File: src/rtl/resize_monitor_pkg.sv
/*
 Package for the cycle resize monitor: register map, field positions,
 reset values, timing counts and the packed types carried between the
 station's packet logic and this block.
 Assumes a 16-bit register port and a 10 MHz core clock.
*/
package resize_monitor_pkg;

	// Register indices on the 4-bit register port
	localparam logic [3:0] ADDR_SYS_CONTROL = 4'h0;
	localparam logic [3:0] ADDR_SYS_STATUS = 4'h1;
	localparam logic [3:0] ADDR_LAST_FRAME = 4'h2;
	localparam logic [3:0] ADDR_PENDING_LAST_FRAME = 4'h3;
	localparam logic [3:0] ADDR_RECEIVE_FLAG0 = 4'h4;
	localparam logic [3:0] ADDR_RECEIVE_FLAG3 = 4'h7;
	localparam logic [3:0] ADDR_STATION_CONFIG = 4'h8;

	// System control register fields
	localparam int SLOT_TIME_LSB = 0;
	localparam int START_BIT = 8;
	localparam int RUN_BIT = 9;

	// System status register fields
	localparam int OVERLAP_BIT = 8;
	localparam int BREAK_BIT = 10;

	// Station configuration register fields
	localparam int STATION_NUMBER_LSB = 0;
	localparam int OWN_WIDTH_LSB = 8;
	localparam int MEM_MODE_BIT = 15;

	// Reset values
	localparam logic [5:0] LAST_FRAME_RESET = 6'h3F;
	localparam logic [5:0] PENDING_RESET = 6'h00;
	localparam logic [5:0] OWN_WIDTH_RESET = 6'h01;

	// Timing: length of one slot and number of public frames of the cyclic schedule
	localparam int CORE_CLK_HZ = 10_000_000;
	localparam int SLOT_TIME_NS = 1600;
	localparam int SLOT_CYCLES = (SLOT_TIME_NS * (CORE_CLK_HZ / 1_000_000) + 999) / 1000;
	localparam int PUBLIC_FRAMES = 2;

	typedef enum logic [1:0] {
		PKT_DATA,
		PKT_RESIZE,
		PKT_BREAK
	} pkt_kind_type;

	// One packet as seen on the cyclic bus; value carries the last frame
	// index for data packets and the requested index for resize packets
	typedef struct packed {
		logic valid;
		pkt_kind_type kind;
		logic [5:0] source;
		logic [6:0] slot;
		logic [5:0] value;
	} pkt_type;

	typedef enum logic [1:0] {
		PH_STOP,
		PH_RUN,
		PH_BREAK
	} phase_type;

	typedef struct packed {
		logic [3:0] addr;
		logic [15:0] wrData;
		logic write;
		logic read;
	} reg_req_type;

endpackage : resize_monitor_pkg

File: src/rtl/network_cycle_resize_monitor.sv
/*
 Cycle resize monitor of one station on a cyclic time-shared network:
 slot timing, monitoring before start, resize requests with arbitration,
 and detection of break packets from stations stuck outside the cycle.
 Assumes a packet receiver and sender on the same core clock, so packet
 strobes need no synchroniser.
 A resize claim counts as simultaneous until it has gone round one cycle.
*/
// The placing of the registers and the address-and-strobe port were decided locally.
// What this block does
// - Before start, packets still update flags, last frame, timing; no memory or mail.
// - Last frame register holds six bits, resets to 63.
// - Current slot time reads in control bits 0 to 6, before and after start.
// - With no peers heard, slot counter free-runs on its own prescaler.
// - Receive flags show operating stations outside the own area, from packets in any slot.
// - Pending register writes are ignored outside the RUN phase.
// - Nonzero pending values below the top of the owned range are rejected.
// - Run bit 9 of control shows whether the station is still running.
// - A resize from the station holding the network updates the last frame index everywhere.
// - The first resize request holds the network; later requests are ignored.
// - Simultaneous requests: the smallest station number wins.
// - An ignored request sets the overlap flag, status bit 8.
// - Writing one to the overlap flag clears it.
// - A pending station resizes in its next own slot after the winner releases with zero.
// - Only memory-sharing stations may request a resize.
// - On start, enter BREAK if owned range exceeds last frame, or if restarting after out-of-cycle stop.
// - In RUN, a break packet in public frames sets break flag, status bit 10.
// - Writing one clears the break flag; a further break packet sets it again.
`timescale 1ns/100ps
module network_cycle_resize_monitor
	import resize_monitor_pkg::*;
#(
	parameter int SlotCycles = SLOT_CYCLES,
	parameter int PublicFrames = PUBLIC_FRAMES
) (
	// Clock and reset
	input wire logic core_clk,
	input wire logic rst,
	// Register port
	input wire reg_req_type regReq,
	output logic [15:0] regRdData,
	// Packet receiver and sender
	input wire pkt_type rxPkt,
	input wire logic outOfCycleStop,
	output pkt_type txPkt,
	// Gates toward shared memory and mail, and last frame change strobe
	output logic shmemUpdateEn,
	output logic mailAcceptEn,
	output logic lastFrameChanged
);

	localparam logic [15:0] SLOT_LAST = 16'(SlotCycles - 1);
	localparam logic [6:0] PUBLIC_COUNT = 7'(PublicFrames);

	typedef struct packed {
		phase_type phase;
		logic startBit;
		logic ocSeen;
		logic [5:0] stationNumber;
		logic [5:0] ownWidth;
		logic memMode;
		logic [15:0] presc;
		logic [6:0] slotTime;
		logic [5:0] lastFrameIndex;
		logic [5:0] pendingLastFrame;
		logic ownerValid;
		logic [5:0] owner;
		// Our own claim is still young enough to lose to a smaller number
		logic claimFresh;
		logic overlapFlag;
		logic overlapRaised;
		logic breakFlag;
		logic breakSent;
		logic [63:0] receiveFlags;
		logic [15:0] rdData;
		pkt_type tx;
		logic shmemEn;
		logic mailEn;
		logic fsChanged;
	} state_type;

	state_type state;
	state_type next_state;

	// Highest station address of the own area
	function automatic logic [6:0] ownTop(input logic [5:0] num, input logic [5:0] width);
		logic [6:0] sum;
		sum = {1'b0, num} + {1'b0, width};
		ownTop = (width == 6'h00) ? {1'b0, num} : 7'(sum - 7'h01);
	endfunction : ownTop

	// One bit per station address inside the own area
	function automatic logic [63:0] ownMask(input logic [5:0] num, input logic [5:0] width);
		logic [63:0] m;
		m = 64'h0000_0000_0000_0000;
		for (int i = 0; i < 64; i++) begin
			if (7'(i) >= {1'b0, num} && 7'(i) <= ownTop(num, width)) begin
				m[i] = 1'b1;
			end
		end
		ownMask = m;
	endfunction : ownMask

	function automatic pkt_type makePkt(input pkt_kind_type kind, input logic [5:0] src,
			input logic [6:0] slot, input logic [5:0] value);
		pkt_type p;
		p.valid = 1'b1;
		p.kind = kind;
		p.source = src;
		p.slot = slot;
		p.value = value;
		makePkt = p;
	endfunction : makePkt

	always_comb begin
		logic tick;
		logic inPublic;
		logic rxPublic;
		logic [6:0] cycleEnd;
		logic [6:0] top;
		logic [15:0] ctrlWord;
		logic [15:0] statusWord;
		logic [63:0] shownFlags;
		logic [5:0] oldFrame;
		tick = 1'b0;
		inPublic = 1'b0;
		rxPublic = 1'b0;
		cycleEnd = 7'h00;
		top = 7'h00;
		ctrlWord = 16'h0000;
		statusWord = 16'h0000;
		shownFlags = 64'h0000_0000_0000_0000;
		oldFrame = state.lastFrameIndex;
		next_state = state;
		next_state.tx.valid = 1'b0;
		next_state.fsChanged = 1'b0;
		top = ownTop(state.stationNumber, state.ownWidth);
		cycleEnd = 7'({1'b0, state.lastFrameIndex} + PUBLIC_COUNT);
		inPublic = state.slotTime > {1'b0, state.lastFrameIndex};
		// A received packet is timed by the slot it was sent in, not by our count
		rxPublic = rxPkt.slot > {1'b0, state.lastFrameIndex};

		// Read data stands one cycle after the read strobe
		ctrlWord[SLOT_TIME_LSB +: 7] = state.slotTime;
		ctrlWord[START_BIT] = state.startBit;
		ctrlWord[RUN_BIT] = (state.phase == PH_RUN);
		statusWord[OVERLAP_BIT] = state.overlapFlag;
		statusWord[BREAK_BIT] = state.breakFlag;
		shownFlags = state.receiveFlags & ~ownMask(state.stationNumber, state.ownWidth);
		next_state.rdData = 16'h0000;
		if (regReq.read) begin
			if (regReq.addr == ADDR_SYS_CONTROL) begin
				next_state.rdData = ctrlWord;
			end else if (regReq.addr == ADDR_SYS_STATUS) begin
				next_state.rdData = statusWord;
			end else if (regReq.addr == ADDR_LAST_FRAME) begin
				next_state.rdData = {10'h000, state.lastFrameIndex};
			end else if (regReq.addr == ADDR_PENDING_LAST_FRAME) begin
				next_state.rdData = {10'h000, state.pendingLastFrame};
			end else if (regReq.addr >= ADDR_RECEIVE_FLAG0 && regReq.addr <= ADDR_RECEIVE_FLAG3) begin
				next_state.rdData = shownFlags[16 * regReq.addr[1:0] +: 16];
			end else if (regReq.addr == ADDR_STATION_CONFIG) begin
				next_state.rdData[STATION_NUMBER_LSB +: 6] = state.stationNumber;
				next_state.rdData[OWN_WIDTH_LSB +: 6] = state.ownWidth;
				next_state.rdData[MEM_MODE_BIT] = state.memMode;
			end
		end

		// Software writes come first so that hardware events below win
		if (regReq.write) begin
			if (regReq.addr == ADDR_SYS_CONTROL) begin
				next_state.startBit = regReq.wrData[START_BIT];
			end else if (regReq.addr == ADDR_SYS_STATUS) begin
				if (regReq.wrData[OVERLAP_BIT]) begin
					next_state.overlapFlag = 1'b0;
				end
				if (regReq.wrData[BREAK_BIT]) begin
					next_state.breakFlag = 1'b0;
				end
			end else if (regReq.addr == ADDR_PENDING_LAST_FRAME) begin
				// Rejected writes leave the old value for the read-back check
				if (state.phase == PH_RUN) begin
					if (regReq.wrData[5:0] == 6'h00 || {1'b0, regReq.wrData[5:0]} >= top) begin
						next_state.pendingLastFrame = regReq.wrData[5:0];
						next_state.overlapRaised = 1'b0;
					end
				end
			end else if (regReq.addr == ADDR_STATION_CONFIG) begin
				// Identity is fixed while the station takes part in the cycle
				if (state.phase == PH_STOP) begin
					next_state.stationNumber = regReq.wrData[STATION_NUMBER_LSB +: 6];
					next_state.ownWidth = regReq.wrData[OWN_WIDTH_LSB +: 6];
					next_state.memMode = regReq.wrData[MEM_MODE_BIT];
				end
			end
		end

		// Phase control
		if (outOfCycleStop) begin
			next_state.phase = PH_STOP;
			next_state.ocSeen = 1'b1;
		end else if (!state.startBit) begin
			next_state.phase = PH_STOP;
		end else if (state.phase == PH_STOP) begin
			if (state.ocSeen || top > {1'b0, state.lastFrameIndex}) begin
				next_state.phase = PH_BREAK;
			end else begin
				next_state.phase = PH_RUN;
			end
			next_state.ocSeen = 1'b0;
			next_state.breakSent = 1'b0;
		end else if (state.phase == PH_BREAK && top <= {1'b0, state.lastFrameIndex}) begin
			// Admitted once the last frame index reaches the top of the own area
			next_state.phase = PH_RUN;
		end
		next_state.shmemEn = state.startBit && (state.phase == PH_RUN);
		next_state.mailEn = state.startBit && (state.phase == PH_RUN);

		// Slot timing; runs on its own until a peer packet aligns it
		if (state.presc == SLOT_LAST) begin
			next_state.presc = 16'h0000;
			tick = 1'b1;
		end else begin
			next_state.presc = 16'(state.presc + 16'h0001);
		end
		if (tick) begin
			if (state.slotTime >= cycleEnd) begin
				next_state.slotTime = 7'h00;
				next_state.receiveFlags = 64'h0000_0000_0000_0000;
				next_state.breakSent = 1'b0;
			end else begin
				next_state.slotTime = 7'(state.slotTime + 7'h01);
			end
		end

		// Own slot: claim, release, or announce the current index
		if (tick && state.phase == PH_RUN && state.slotTime == {1'b0, state.stationNumber}) begin
			// Once our slot comes round again, every station has heard our claim
			next_state.claimFresh = 1'b0;
			if (state.memMode && state.pendingLastFrame != 6'h00) begin
				if (!state.ownerValid || state.owner == state.stationNumber) begin
					next_state.claimFresh = !state.ownerValid;
					next_state.ownerValid = 1'b1;
					next_state.owner = state.stationNumber;
					next_state.lastFrameIndex = state.pendingLastFrame;
					next_state.tx = makePkt(PKT_RESIZE, state.stationNumber, state.slotTime,
						state.pendingLastFrame);
				end else begin
					if (!state.overlapRaised) begin
						next_state.overlapFlag = 1'b1;
						next_state.overlapRaised = 1'b1;
					end
					next_state.tx = makePkt(PKT_DATA, state.stationNumber, state.slotTime,
						state.lastFrameIndex);
				end
			end else if (state.ownerValid && state.owner == state.stationNumber) begin
				// Writing zero gives the network back to other requesters
				next_state.ownerValid = 1'b0;
				next_state.tx = makePkt(PKT_RESIZE, state.stationNumber, state.slotTime, 6'h00);
			end else begin
				next_state.tx = makePkt(PKT_DATA, state.stationNumber, state.slotTime,
					state.lastFrameIndex);
			end
		end

		// A station outside the cycle knocks once per cycle in the public frames
		if (tick && state.phase == PH_BREAK && inPublic && !state.breakSent) begin
			next_state.breakSent = 1'b1;
			next_state.tx = makePkt(PKT_BREAK, state.stationNumber, state.slotTime, 6'h00);
		end

		// Peer packets are heard in every phase, started or not
		if (rxPkt.valid) begin
			next_state.slotTime = rxPkt.slot;
			next_state.presc = 16'h0000;
			next_state.receiveFlags[rxPkt.source] = 1'b1;
			if (rxPkt.kind == PKT_DATA) begin
				// An owner keeps its own index against data packets sent before its claim
				if (!state.ownerValid || state.owner != state.stationNumber) begin
					next_state.lastFrameIndex = rxPkt.value;
				end
			end else if (rxPkt.kind == PKT_RESIZE) begin
				if (rxPkt.value == 6'h00) begin
					// Zero releases only when it comes from the current owner
					if (state.ownerValid && state.owner == rxPkt.source) begin
						next_state.ownerValid = 1'b0;
					end
				end else if (!state.ownerValid || state.owner == rxPkt.source) begin
					// Slot order makes the smaller number speak first in a cycle
					next_state.ownerValid = 1'b1;
					next_state.owner = rxPkt.source;
					next_state.lastFrameIndex = rxPkt.value;
				end else if (state.memMode && state.pendingLastFrame != 6'h00 && state.claimFresh
						&& state.owner == state.stationNumber
						&& rxPkt.source < state.stationNumber) begin
					// Simultaneous claim by a smaller number takes the network; once our
					// claim has gone round, any later claim is ignored instead
					next_state.claimFresh = 1'b0;
					next_state.owner = rxPkt.source;
					next_state.lastFrameIndex = rxPkt.value;
					if (!state.overlapRaised) begin
						next_state.overlapFlag = 1'b1;
						next_state.overlapRaised = 1'b1;
					end
				end
			end else if (rxPkt.kind == PKT_BREAK) begin
				if (state.phase == PH_RUN && rxPublic) begin
					next_state.breakFlag = 1'b1;
				end
			end
		end

		next_state.fsChanged = (next_state.lastFrameIndex != oldFrame);
	end

	// Reset leaves the station stopped with the full-size cycle
	always_ff @(posedge core_clk or posedge rst) begin
		if (rst) begin
			state <= '0;
			state.phase <= PH_STOP;
			state.ownWidth <= OWN_WIDTH_RESET;
			state.memMode <= 1'b1;
			state.lastFrameIndex <= LAST_FRAME_RESET;
			state.pendingLastFrame <= PENDING_RESET;
			state.tx.kind <= PKT_DATA;
		end else begin
			state <= next_state;
		end
	end

	// Every output is a field of the state register
	assign regRdData = state.rdData;
	assign txPkt = state.tx;
	assign shmemUpdateEn = state.shmemEn;
	assign mailAcceptEn = state.mailEn;
	assign lastFrameChanged = state.fsChanged;

endmodule : network_cycle_resize_monitor

File: config.mk
export PLATFORM = sky130hd
export DESIGN_NAME = network_cycle_resize_monitor
export DESIGN_NICKNAME = d
export VERILOG_FILES = /design/src/rtl/resize_monitor_pkg.sv /design/src/rtl/network_cycle_resize_monitor.sv
export SDC_FILE = /design/constraint.sdc
export NUM_CORES = 1
export LEC_CHECK = 0
export BUFFER_PORTS_ARGS = -buffer_cell sky130_fd_sc_hd__clkbuf_2
export CORE_AREA = 2 2 163 165
export CTS_BUF_LIST = sky130_fd_sc_hd__clkbuf_16
export DETAILED_ROUTE_END_ITERATION = 7
export DIE_AREA = 0 0 165 167
export GPL_TIMING_DRIVEN = 0
export PLACE_DENSITY = 0.71
export SYNTH_ARGS = -nofsm -noshare
export SYNTH_HDL_FRONTEND = slang
export SYNTH_SLANG_ARGS = --single-unit
File: constraint.sdc
create_clock -name core_clk -period 6.5 [get_ports core_clk]
set_input_delay 1.3 -clock core_clk [delete_from_list [all_inputs] [get_ports core_clk]]
set_output_delay 1.3 -clock core_clk [all_outputs]
set_load 0.005 [all_outputs]
==> flow_summary_export.csv, run 1 <==
group,metric,value,unit
worst_setup_path,arrival,6.08,ns
sta,rsz0062_at_grt,"false",
yosys,yosysSeqAreaShare,36.69,%
grt,grt_max_degree,90,
clock_tree,clockBufferDepth,2,
drt,drtPass1Iterations,7,
worst_setup_path,path_cells,"clkbuf_1 -> inv_1 -> clkbuf_1 -> ha_1 -> inv_1 -> ha_1 -> a21o_1 -> a211oi_1 -> mux2i_1 -> buf_2 -> a41oi_1 -> a2111oi_0 -> a32o_1",
yosys,syn_avg_cell_area,8.883,sq um
finish,fin_cells,1744,
job,drv_cap,0,
worst_setup_path,cp.required,6.87,ns
drt,wire_per_inst,26.82,microns
yosys,synthAdderAreaFrac,5.730,%
yosys,synth_cell_types,94,
run_status,status,"finished, violations left",
clock_tree,htree_levels,4,
place,gp_congestion,1.023,
grt,grt_use_total,34.50,%
sta,finalCriticalPeriod,5.710,ns
floorplan,die_h,167,microns
grt,antenna_found_initial,1,
clock_tree,cts.sinks,168,
sta,fin_crit_sh,87.84,%
finish,drive_above_1_share,17.18,%
drt,drt_iter0_drc,1191,
clock_tree,numCtsBuffers,17,
sta,worst_pin_slew,1.218,ns
yosys,synthSimpleGateAreaFrac,17.78,%
yosys,synth-edff-count,0,
finish,final_util,50.33,%
yosys,syn_inst,1293,
grt,grt_pass1_vias,10880,
power_and_ir_drop,power.density,440.8,nW/um^2
yosys,synth_nets,1388,
place,dp_slack,1.070,ns
power_and_ir_drop,ir_drop,286.7,uV
yosys,yosys_warnings,0,
worst_setup_path,critPathKind,"flop to flop",
worst_setup_path,end_kind,"flop",
sta,fin_ws,0.7904,ns
yosys,synth_top_family_by_area,"compound AO/OA/AOI/OAI gates",
grt,grt_overflow,0,
finish,fin_nets,1491,
sta,final_max_slew_viol_count,0,
floorplan,start_util,44.58,%
clock_tree,root_buffer,"clkbuf_16",
sta,max_freq,175.1,MHz
drt,post-route-drc-count,1,
place,placed_cells,1712,
floorplan,rows,59,
drt,drtAntennaViolNets,0,
finish,antenna_cells,0,
clock_tree,clock_latency,0.45,ns
place,portBuffers,83,
sta,finClkSkew,0.01770,ns
grt,grt_pass1_wl,69850,microns
yosys,synth_seq_cells,168,
sta,setup_viol,0,
yosys,synth.top_cell.area_share,34.86,%
floorplan,die_w,165,microns
floorplan,ioPinCount,88,
sta,hold_viol,0,
yosys,async_flop_share,100.0,%
sta,fin_setup_tns,0,ns
clock_tree,cts_resized,0,
yosys,yosys-top-cells-area,"dfrtp_1 35%, ha_1 5.1%, o21ai_0 3.6%",
worst_setup_path,critPathMaxStageDelay,1.10,ns
drt,wl,46770,microns
sta,slew_headroom,16.72,%
clock_tree,clk_pin_slew,0.07,ns
hold_path,holdCritPathClass,"flop to flop",
floorplan,coreArea,25760,sq um
clock_tree,cts_setup_buffers,0,
drt,vias_per_cell,6.476,
finish,fill_cells,2479,
worst_setup_path,start_kind,"flop",
power_and_ir_drop,leakage,5.670,nW
yosys,synth_compound_area_share,24.78,%
floorplan,dieArea,27560,sq um
clock_tree,post_cts_hold_buffer_count,0,
run_status,violations,"design-rule violations",
yosys,syn-cell-area,11490,sq um
finish,syn_to_final_growth,12.90,%
clock_tree,cts_tree,"built",
drt,num_vias,11300,
yosys,synth_mux_area_share,4.325,%
worst_setup_path,cp_max_fo,11,
place,hpwl,34920,microns
worst_setup_path,cp_slowest_cell,"a2111oi_0",
yosys,synthFlopType,"dfrtp_1",
yosys,synth_xor_area_share,3.355,%
yosys,yosys.area.top_type,"dfrtp_1",
## cell usage after synthesis (13+ instances only)
master and n:
nand2_1 103, mux2_2 31, a21oi_1 75, nor2_1 97
xnor2_1 28, inv_1 53, o221ai_1 13, nand2b_1 16
nand3_1 39, o2bb2ai_1 22, nor3_1 32, a211oi_1 13
clkbuf_1 68, a32o_1 16, a22o_1 31, o21ai_0 82
buf_4 42, xor2_1 16, and3_1 25, dfrtp_1 160
ha_1 47, nor2b_1 16, nand4_1 13, o21a_1 13
## metrics by stage
step	area (sq um)	power, mW	hold slack, ns
2_1_floorplan	11490	3.343	0.4251
3_3_place_gp	12320	4.525	0.4466
3_5_place_dp	12360	4.502	0.4460
4_1_cts	12960	5.566	0.4557
5_1_grt	12970	5.943	0.4817
6_report	12970	5.716	0.4552
## logic make-up after synthesis
group                      Yosys count
and+or+nand+nor                    406
AOI/OAI and AO/OA                  402
buffers and inverters              178
DFF                                168
adders and majority gates           53
xor gates and xnor gates            44
muxes                               42
## power breakdown
| part | leakage, nW | switching (mW) | internal, mW | total [mW] |
|---|---|---|---|---|
| logic | 3.24 | 2.31 | 1.01 | 3.32 |
| registers | 2.14 | 0.145 | 1.19 | 1.34 |
| clock network | 0.291 | 0.536 | 0.521 | 1.06 |
## cells in the final DEF, fill, tap and decap left out, types with 17 or more instances in the layout
master | Yosys | final
dfrtp_1 | 160 | 160
nand2_1 | 103 | 103
nor2_1 | 97 | 97
clkbuf_2 | 1 | 84
o21ai_0 | 82 | 82
a21oi_1 | 75 | 75
clkbuf_1 | 68 | 68
inv_1 | 53 | 52
ha_1 | 47 | 47
buf_4 | 42 | 42
nand3_1 | 39 | 39
nor3_1 | 32 | 32
mux2_2 | 31 | 31
a22o_1 | 31 | 31
xnor2_1 | 28 | 28
and3_1 | 25 | 25
o2bb2ai_1 | 22 | 22
clkbuf_16 | 0 | 17
## state kept, by name (all words and copies together), names as in the netlist
register	flops
state	128
mailAcceptEn	1
txPkt	22
lastFrameChanged	1
regRdData	16
## per-layer routing
layer / wire length, microns / global-route usage, % / share of wire (%)
met4: 2159 / 14.82 / 4.6
met1: 19900 / 46.83 / 43
met5: 10 / 0 / 0.021
met3: 3445 / 6.002 / 7.4
met2: 21260 / 53.99 / 45
## critical path, delay by kind of cell, from the launching register on
family	cells	cell delay [ns]
DFF	1	0.44
adders and majority gates	2	0.79
muxes	1	0.43
AOI/OAI and AO/OA	5	2.18
buffers and inverters	5	1.77
## area by class of cell
class	instances	area, sq um	share of cell area [%]
buffer	121	629.4	4.853
clock buffer	17	425.4	3.281
clock inverter	15	180.2	1.389
inverter	57	221.5	1.708
multi-input combinational	947	6435	49.62
sequential	168	4214	32.50
tap	335	419.2	3.232
timing repair buffer	84	442.9	3.416
## worst paths after layout
path / from / endpoint / slack [ns] / cells after the start
worst max register to register: state[163] / regRdData[6] / 0.79 / 13
worst min register to register: state[136] / state[136] / 0.46 / 1
min in group asynchronous: rst / state[157] / 0.89 / 2
worst max-delay path: state[163] / regRdData[6] / 0.79 / 13
max in group asynchronous: rst / state[97] / 4.76 / 3
worst min-delay path: state[136] / state[136] / 0.46 / 1
No activity file was read; power rests on OpenSTA's default activity.
==> run 2, diff against run 1 <==
--- a/config.mk
+++ b/config.mk
@@ -6,12 +6,12 @@
 export NUM_CORES = 1
 export LEC_CHECK = 0
 export BUFFER_PORTS_ARGS = -buffer_cell sky130_fd_sc_hd__clkbuf_2
-export CORE_AREA = 2 2 163 165
-export CTS_BUF_LIST = sky130_fd_sc_hd__clkbuf_16
+export CORE_AREA = 2 2 185 187
+export CTS_BUF_LIST = sky130_fd_sc_hd__clkbuf_2 sky130_fd_sc_hd__clkbuf_4 sky130_fd_sc_hd__clkbuf_8
 export DETAILED_ROUTE_END_ITERATION = 7
-export DIE_AREA = 0 0 165 167
+export DIE_AREA = 0 0 187 189
 export GPL_TIMING_DRIVEN = 0
-export PLACE_DENSITY = 0.71
+export PLACE_DENSITY = 0.61
 export SYNTH_ARGS = -nofsm -noshare
 export SYNTH_HDL_FRONTEND = slang
 export SYNTH_SLANG_ARGS = --single-unit
==> constraint.sdc (replaced) <==
create_clock -name core_clk -period 5.04 [get_ports core_clk]
set_input_delay 1.008 -clock core_clk [delete_from_list [all_inputs] [get_ports core_clk]]
set_output_delay 1.008 -clock core_clk [all_outputs]
set_load 0.005 [all_outputs]
==> run 2 against run 1 <==
Effect of this change: the flow now finishes without violations; cell area is 0.30% higher; sequential power is 33% higher; worst hold slack better by 0.0090 ns; routed wire length is 3.7% higher; die area is 28% higher; first-iteration DRC count is 6.9% lower; power is 24% higher; highest routed layer is now met4.
==> flow_summary_export.csv, run 2 (synthesis results as in run 1) <==
group,metric,value,unit
run_status,status,"finished clean",
power_and_ir_drop,p_seq_share,25.1,%
sta,setup_viol,0,
worst_setup_path,critPathMaxStageDelay,0.76,ns
worst_setup_path,setup.worst_path.start,"state[164]",
drt,drtPass1Iterations,6,
drt,drt_iter0_drc,1109,
worst_setup_path,r2r_end,"regRdData[2]",
place,hpwl,37340,microns
clock_tree,cts_tree,"built",
sta,fin_setup_tns,0,ns
floorplan,ioPinCount,88,
worst_setup_path,cp.depth,13,
grt,grt_max_degree,43,
worst_setup_path,path_cells,"inv_1 -> ha_1 -> inv_1 -> ha_1 -> nand3_1 -> nor2_1 -> a211oi_1 -> mux2i_1 -> buf_2 -> nand3_2 -> nand2_1 -> a211oi_1 -> o41ai_1",
sta,finalCriticalPeriod,4.977,ns
finish,multi_input_area,6460,sq um
power_and_ir_drop,internal_power,3.360,mW
sta,rsz0062_at_grt,"false",
clock_tree,cts.sinks,168,
grt,antenna_found_initial,0,
worst_setup_path,critPathKind,"flop to flop",
sta,max_freq,200.9,MHz
floorplan,start_util,34.51,%
drt,highest_layer,"met4",
worst_setup_path,crit_family,"compound AO/OA/AOI/OAI gates",
finish,fin_nets,1490,
sta,fin_crit_sh,98.75,%
drt,wire_per_inst,26.14,microns
power_and_ir_drop,power_frac_clock,14.9,%
worst_setup_path,cp.required,5.38,ns
clock_tree,clk_pin_slew,0.10,ns
place,portBuffers,83,
clock_tree,root_buffer,"clkbuf_8",
sta,hold_viol,0,
drt,vias_per_cell,5.994,
grt,grt_use_total,27.58,%
grt,grt_pass1_vias,10990,
finish,seqCellArea,4217,sq um
drt,dr_wl_met2,21860,microns
finish,final_util,39.08,%
worst_setup_path,crit_buf_inv,3,
clock_tree,clockBufferDepth,2,
clock_tree,post_cts_hold_buffer_count,0,
finish,final_cell_mix,"158 x dfrtp_1, 103 x nand2_1, 97 x nor2_1, 86 x clkbuf_2, 81 x o21ai_0",
power_and_ir_drop,power_switching,3.718,mW
sta,final_max_slew_viol_count,0,
worst_setup_path,reg2reg_depth,13,
finish,layout_commonest_cell,"dfrtp_1",
finish,top_register,"state",
finish,final_cell_area,13010,sq um
drt,wl,48510,microns
drt,route.layer.met1.wl,20680,microns
power_and_ir_drop,ir_drop,335.6,uV
floorplan,rows,67,
power_and_ir_drop,sw_frac_of_total,52.53,%
power_and_ir_drop,power.density,544.2,nW/um^2
worst_setup_path,r2r-start,"state[164]",
finish,fill_cells,3391,
hold_path,holdCritPathClass,"flop to flop",
grt,grt_pass1_wl,72260,microns
drt,wl_met3,3561,microns
clock_tree,clock_latency,0.50,ns
worst_setup_path,cp_max_fo,14,
floorplan,die_w,187,microns
power_and_ir_drop,comb_power_share,60.0,%
worst_setup_path,end_kind,"flop",
finish,syn_to_final_growth,13.24,%
clock_tree,htree_levels,4,
place,placed_area,12580,sq um
sta,finClkSkew,0.01793,ns
worst_setup_path,crit_end,"regRdData[2]",
finish,fin_cells,1856,
job,drv_cap,0,
floorplan,dieArea,35340,sq um
worst_setup_path,rrSetupSlack,0.06,ns
sta,slew_headroom,12.38,%
drt,drtAntennaViolNets,0,
floorplan,coreArea,33280,sq um
grt,grt_overflow,0,
worst_setup_path,cp_slowest_cell,"dfrtp_1",
floorplan,die_h,189,microns
finish,drive_above_1_share,18.05,%
clock_tree,numCtsBuffers,17,
worst_setup_path,arrival,5.31,ns
power_and_ir_drop,leakage,5.626,nW
worst_setup_path,start_kind,"flop",
drt,post-route-drc-count,0,
sta,whs,0.4642,ns
finish,largest_register_ffs,128,
place,gp_congestion,1.101,
drt,num_vias,11120,
sta,worst_pin_slew,1.304,ns
place,placed_cells,1830,
[run 2: final cells by class]
class	instances	area share, %
Inverter	57	1.674
Timing Repair Buffer	89	4.021
Multi-Input combinational cell	947	49.67
Buffer	115	4.685
Sequential cell	168	32.42
Clock inverter	12	1.289
Tap cell	448	4.310
Clock buffer	19	1.914
Antenna cell	1	0.01924
[run 2: power by group through the flow]
stage,Clock [mW],Combinational (mW),Sequential (mW)
floorplan,0,2.65,1.66
detailed placement,0,4.14,1.74
global route,1.13,4.49,1.79
finish,1.05,4.25,1.78
CTS,1.08,4.12,1.76
global placement,0,4.18,1.74
[run 2: stage by stage]
step | setup WS, ns | power [mW]
floorplan | 0.7803 | 4.312
global placement | -0.7192 | 5.923
detailed placement | -0.5304 | 5.878
CTS | 0.01865 | 6.960
global route | 0.003814 | 7.418
finish | 0.06292 | 7.078
[run 2: per-layer routing]
layer  vias to the layer above  GRT usage, %
li1                       4939             -
met1                      5502         35.64
met2                       566         44.54
met3                       117         5.338
met4                         0         13.06
met5                         -             0
[run 2: worst reg2reg max path: stages (launching register included)]
cell and delay, ns:
dfrtp_1 0.76, inv_1 0.58, ha_1 0.46, inv_1 0.04, ha_1 0.33, nand3_1 0.10
nor2_1 0.04, a211oi_1 0.35, mux2i_1 0.42, buf_2 0.39, nand3_2 0.35, nand2_1 0.27
a211oi_1 0.09, o41ai_1 0.64
[run 2: worst min path at each step]
stage	from	to	slack [ns]	cells past startpoint
after floorplan	state[136]	state[136]	0.43	1
after global placement	state[136]	state[136]	0.44	1
after detailed placement	state[136]	state[136]	0.45	1
after CTS	rst	state[41]	0.45	2
after global routing	rst	state[49]	0.47	2
final	state[136]	state[136]	0.46	1
[run 2: timing repair]
action / 4_1_cts / 5_1_grt
setup endpoints to repair: 19 / 15
buffers inserted: 0 / 0
gates resized for setup: 7 / 3
==> run 3, diff against run 2 <==
--- a/config.mk
+++ b/config.mk
@@ -6,12 +6,12 @@
 export NUM_CORES = 1
 export LEC_CHECK = 0
 export BUFFER_PORTS_ARGS = -buffer_cell sky130_fd_sc_hd__clkbuf_2
-export CORE_AREA = 2 2 185 187
+export CORE_AREA = 2 2 155 157
 export CTS_BUF_LIST = sky130_fd_sc_hd__clkbuf_2 sky130_fd_sc_hd__clkbuf_4 sky130_fd_sc_hd__clkbuf_8
 export DETAILED_ROUTE_END_ITERATION = 7
-export DIE_AREA = 0 0 187 189
+export DIE_AREA = 0 0 157 159
 export GPL_TIMING_DRIVEN = 0
-export PLACE_DENSITY = 0.61
+export PLACE_DENSITY = 0.79
 export SYNTH_ARGS = -nofsm -noshare
 export SYNTH_HDL_FRONTEND = slang
 export SYNTH_SLANG_ARGS = --single-unit
==> run 3 against run 2 <==
Effect of this change: setup slack better by 0.019 ns; via count up 1.3%; utilization up 17 points; largest power group unchanged; highest routed layer unchanged.
==> flow_summary_export.csv, run 3 (synthesis results as in run 1) <==
group,metric,value,unit
drt,drt_iter0_drc,1256,
sta,final_max_slew_viol_count,0,
clock_tree,htree_levels,4,
place,gp_congestion,1.027,
sta,finalCriticalPeriod,4.958,ns
worst_setup_path,r2r-start,"state[163]",
power_and_ir_drop,power.density,548.6,nW/um^2
finish,final_util,55.61,%
sta,rsz0062_at_grt,"false",
worst_setup_path,rrSetupSlack,0.08,ns
worst_setup_path,start_kind,"flop",
place,hpwl,33210,microns
clock_tree,clock_latency,0.49,ns
run_status,status,"finished clean",
worst_setup_path,critPathKind,"flop to flop",
worst_setup_path,setup.worst_path.start,"state[163]",
job,drv_cap,0,
floorplan,start_util,49.53,%
finish,fill_cells,2113,
power_and_ir_drop,leakage,5.651,nW
clock_tree,numCtsBuffers,17,
drt,post-route-drc-count,0,
sta,hold_viol,0,
finish,top_register,"state",
floorplan,die_h,159,microns
drt,num_vias,11270,
power_and_ir_drop,p_seq_share,25.4,%
drt,drtPass1Iterations,5,
clock_tree,cts_tree,"built",
finish,final_cell_area,12900,sq um
worst_setup_path,arrival,5.34,ns
finish,antenna_cells,0,
floorplan,die_w,157,microns
grt,grt_use_total,35.72,%
sta,finClkSkew,0.02534,ns
drt,wl,44240,microns
worst_setup_path,r2r_end,"regRdData[6]",
sta,whs,0.4100,ns
power_and_ir_drop,power_switching,3.729,mW
grt,grt_max_degree,44,
drt,vias_per_cell,6.521,
grt,grt_pass1_wl,66850,microns
power_and_ir_drop,sw_frac_of_total,52.70,%
finish,layout_commonest_cell,"dfrtp_1",
hold_path,holdCritPathClass,"input pin to asynchronous set/reset pin",
sta,fin_crit_sh,98.37,%
sta,max_freq,201.7,MHz
sta,setup_viol,0,
floorplan,ioPinCount,88,
power_and_ir_drop,ir_drop,314.3,uV
sta,slew_headroom,30.00,%
finish,syn_to_final_growth,12.28,%
finish,fin_nets,1491,
finish,final_cell_mix,"157 x dfrtp_1, 103 x nand2_1, 97 x nor2_1, 87 x clkbuf_2, 81 x o21ai_0",
worst_setup_path,cp.required,5.42,ns
clock_tree,clk_pin_slew,0.12,ns
place,portBuffers,83,
worst_setup_path,end_kind,"flop",
floorplan,coreArea,23190,sq um
finish,largest_register_ffs,128,
floorplan,rows,56,
worst_setup_path,crit_end,"regRdData[6]",
clock_tree,root_buffer,"clkbuf_8",
grt,grt_overflow,0,
power_and_ir_drop,comb_power_share,58.5,%
drt,wire_per_inst,25.60,microns
place,placed_area,12380,sq um
finish,drive_above_1_share,18.24,%
worst_setup_path,reg2reg_depth,15,
clock_tree,clockBufferDepth,2,
grt,grt_pass1_vias,10860,
clock_tree,post_cts_hold_buffer_count,0,
sta,worst_pin_slew,1.042,ns
clock_tree,cts.sinks,168,
grt,antenna_found_initial,0,
power_and_ir_drop,power_frac_clock,16.1,%
worst_setup_path,cp_max_fo,11,
drt,drtAntennaViolNets,0,
floorplan,dieArea,24960,sq um
power_and_ir_drop,internal_power,3.346,mW
power_and_ir_drop,total_power,7.075,mW
-- run 3: cell count changes in the layout (fill, tap and decap cells not counted), moves of 2 or more --
cell        before  now
clkbuf_4         2    0
inv_6            3    1
clkinvlp_4       4    2
inv_1           52   50
clkinv_8         0    8
-- run 3: repair_timing --
item | in CTS | in global routing
cloned | 0 | 0
buffers inserted | 0 | 2
endpoints found under the setup margin | 15 | 15
resized for setup | 6 | 7
-- run 3: cell type report --
class                      instances  area, sq um  share of cell area (%)
tap                              319        399.1                   3.095
clock inverter                    15        246.5                   1.911
buffer                           115        609.3                   4.725
clock buffer                      17        234.0                   1.814
timing repair buffer              90        515.5                   3.997
multi-input combinational        947         6452                   50.03
sequential                       168         4218                   32.71
inverter                          57        221.5                   1.717
-- run 3: worst min path at each step --
stage                     cells past startpoint          to  slack, ns        from
after floorplan                               1  state[136]       0.43  state[136]
after CTS                                     2    txPkt[0]       0.39         rst
after global routing                          2   txPkt[20]       0.39         rst
after global placement                        1  state[136]       0.44  state[136]
final                                         2    txPkt[0]       0.41         rst
after detailed placement                      1  state[136]       0.46  state[136]
-- run 3: per-stage QoR --
step	cells	setup WS (ns)	setup TNS, ns
after floorplan	1293	0.7803	0
after global placement	1695	-0.5292	-4.204
after detailed placement	1699	-0.5947	-4.374
after CTS	1728	0.04149	0
after global routing	1728	0.02872	0
final	1728	0.08199	0
-- run 3: per-layer routing --
layer	wire length, microns	vias up	global-route usage (%)
li1	-	4936	-
met1	18750	5496	51.50
met2	18840	696	51.91
met3	4504	141	7.077
met4	2147	0	15.80
met5	0	-	0
-- run 3: critical path: stages, from the launching register on --
cell,delay [ns]
dfrtp_1,0.53
clkbuf_2,0.39
inv_1,0.17
clkbuf_2,0.34
ha_1,0.39
inv_1,0.04
ha_1,0.34
or2_2,0.32
and3_1,0.18
o31a_1,0.24
buf_4,0.19
inv_2,0.10
buf_2,0.29
a41oi_1,0.25
a2111oi_1,0.76
a32o_1,0.33
-- run 3: power by group through the flow --
| stage | registers (mW) | logic [mW] | clock network, mW |
|---|---|---|---|
| floorplan | 1.66 | 2.65 | 0 |
| global placement | 1.73 | 3.97 | 0 |
| detailed placement | 1.74 | 3.96 | 0 |
| finish | 1.79 | 4.14 | 1.14 |
| CTS | 1.75 | 3.95 | 1.15 |
| global route | 1.80 | 4.33 | 1.20 |
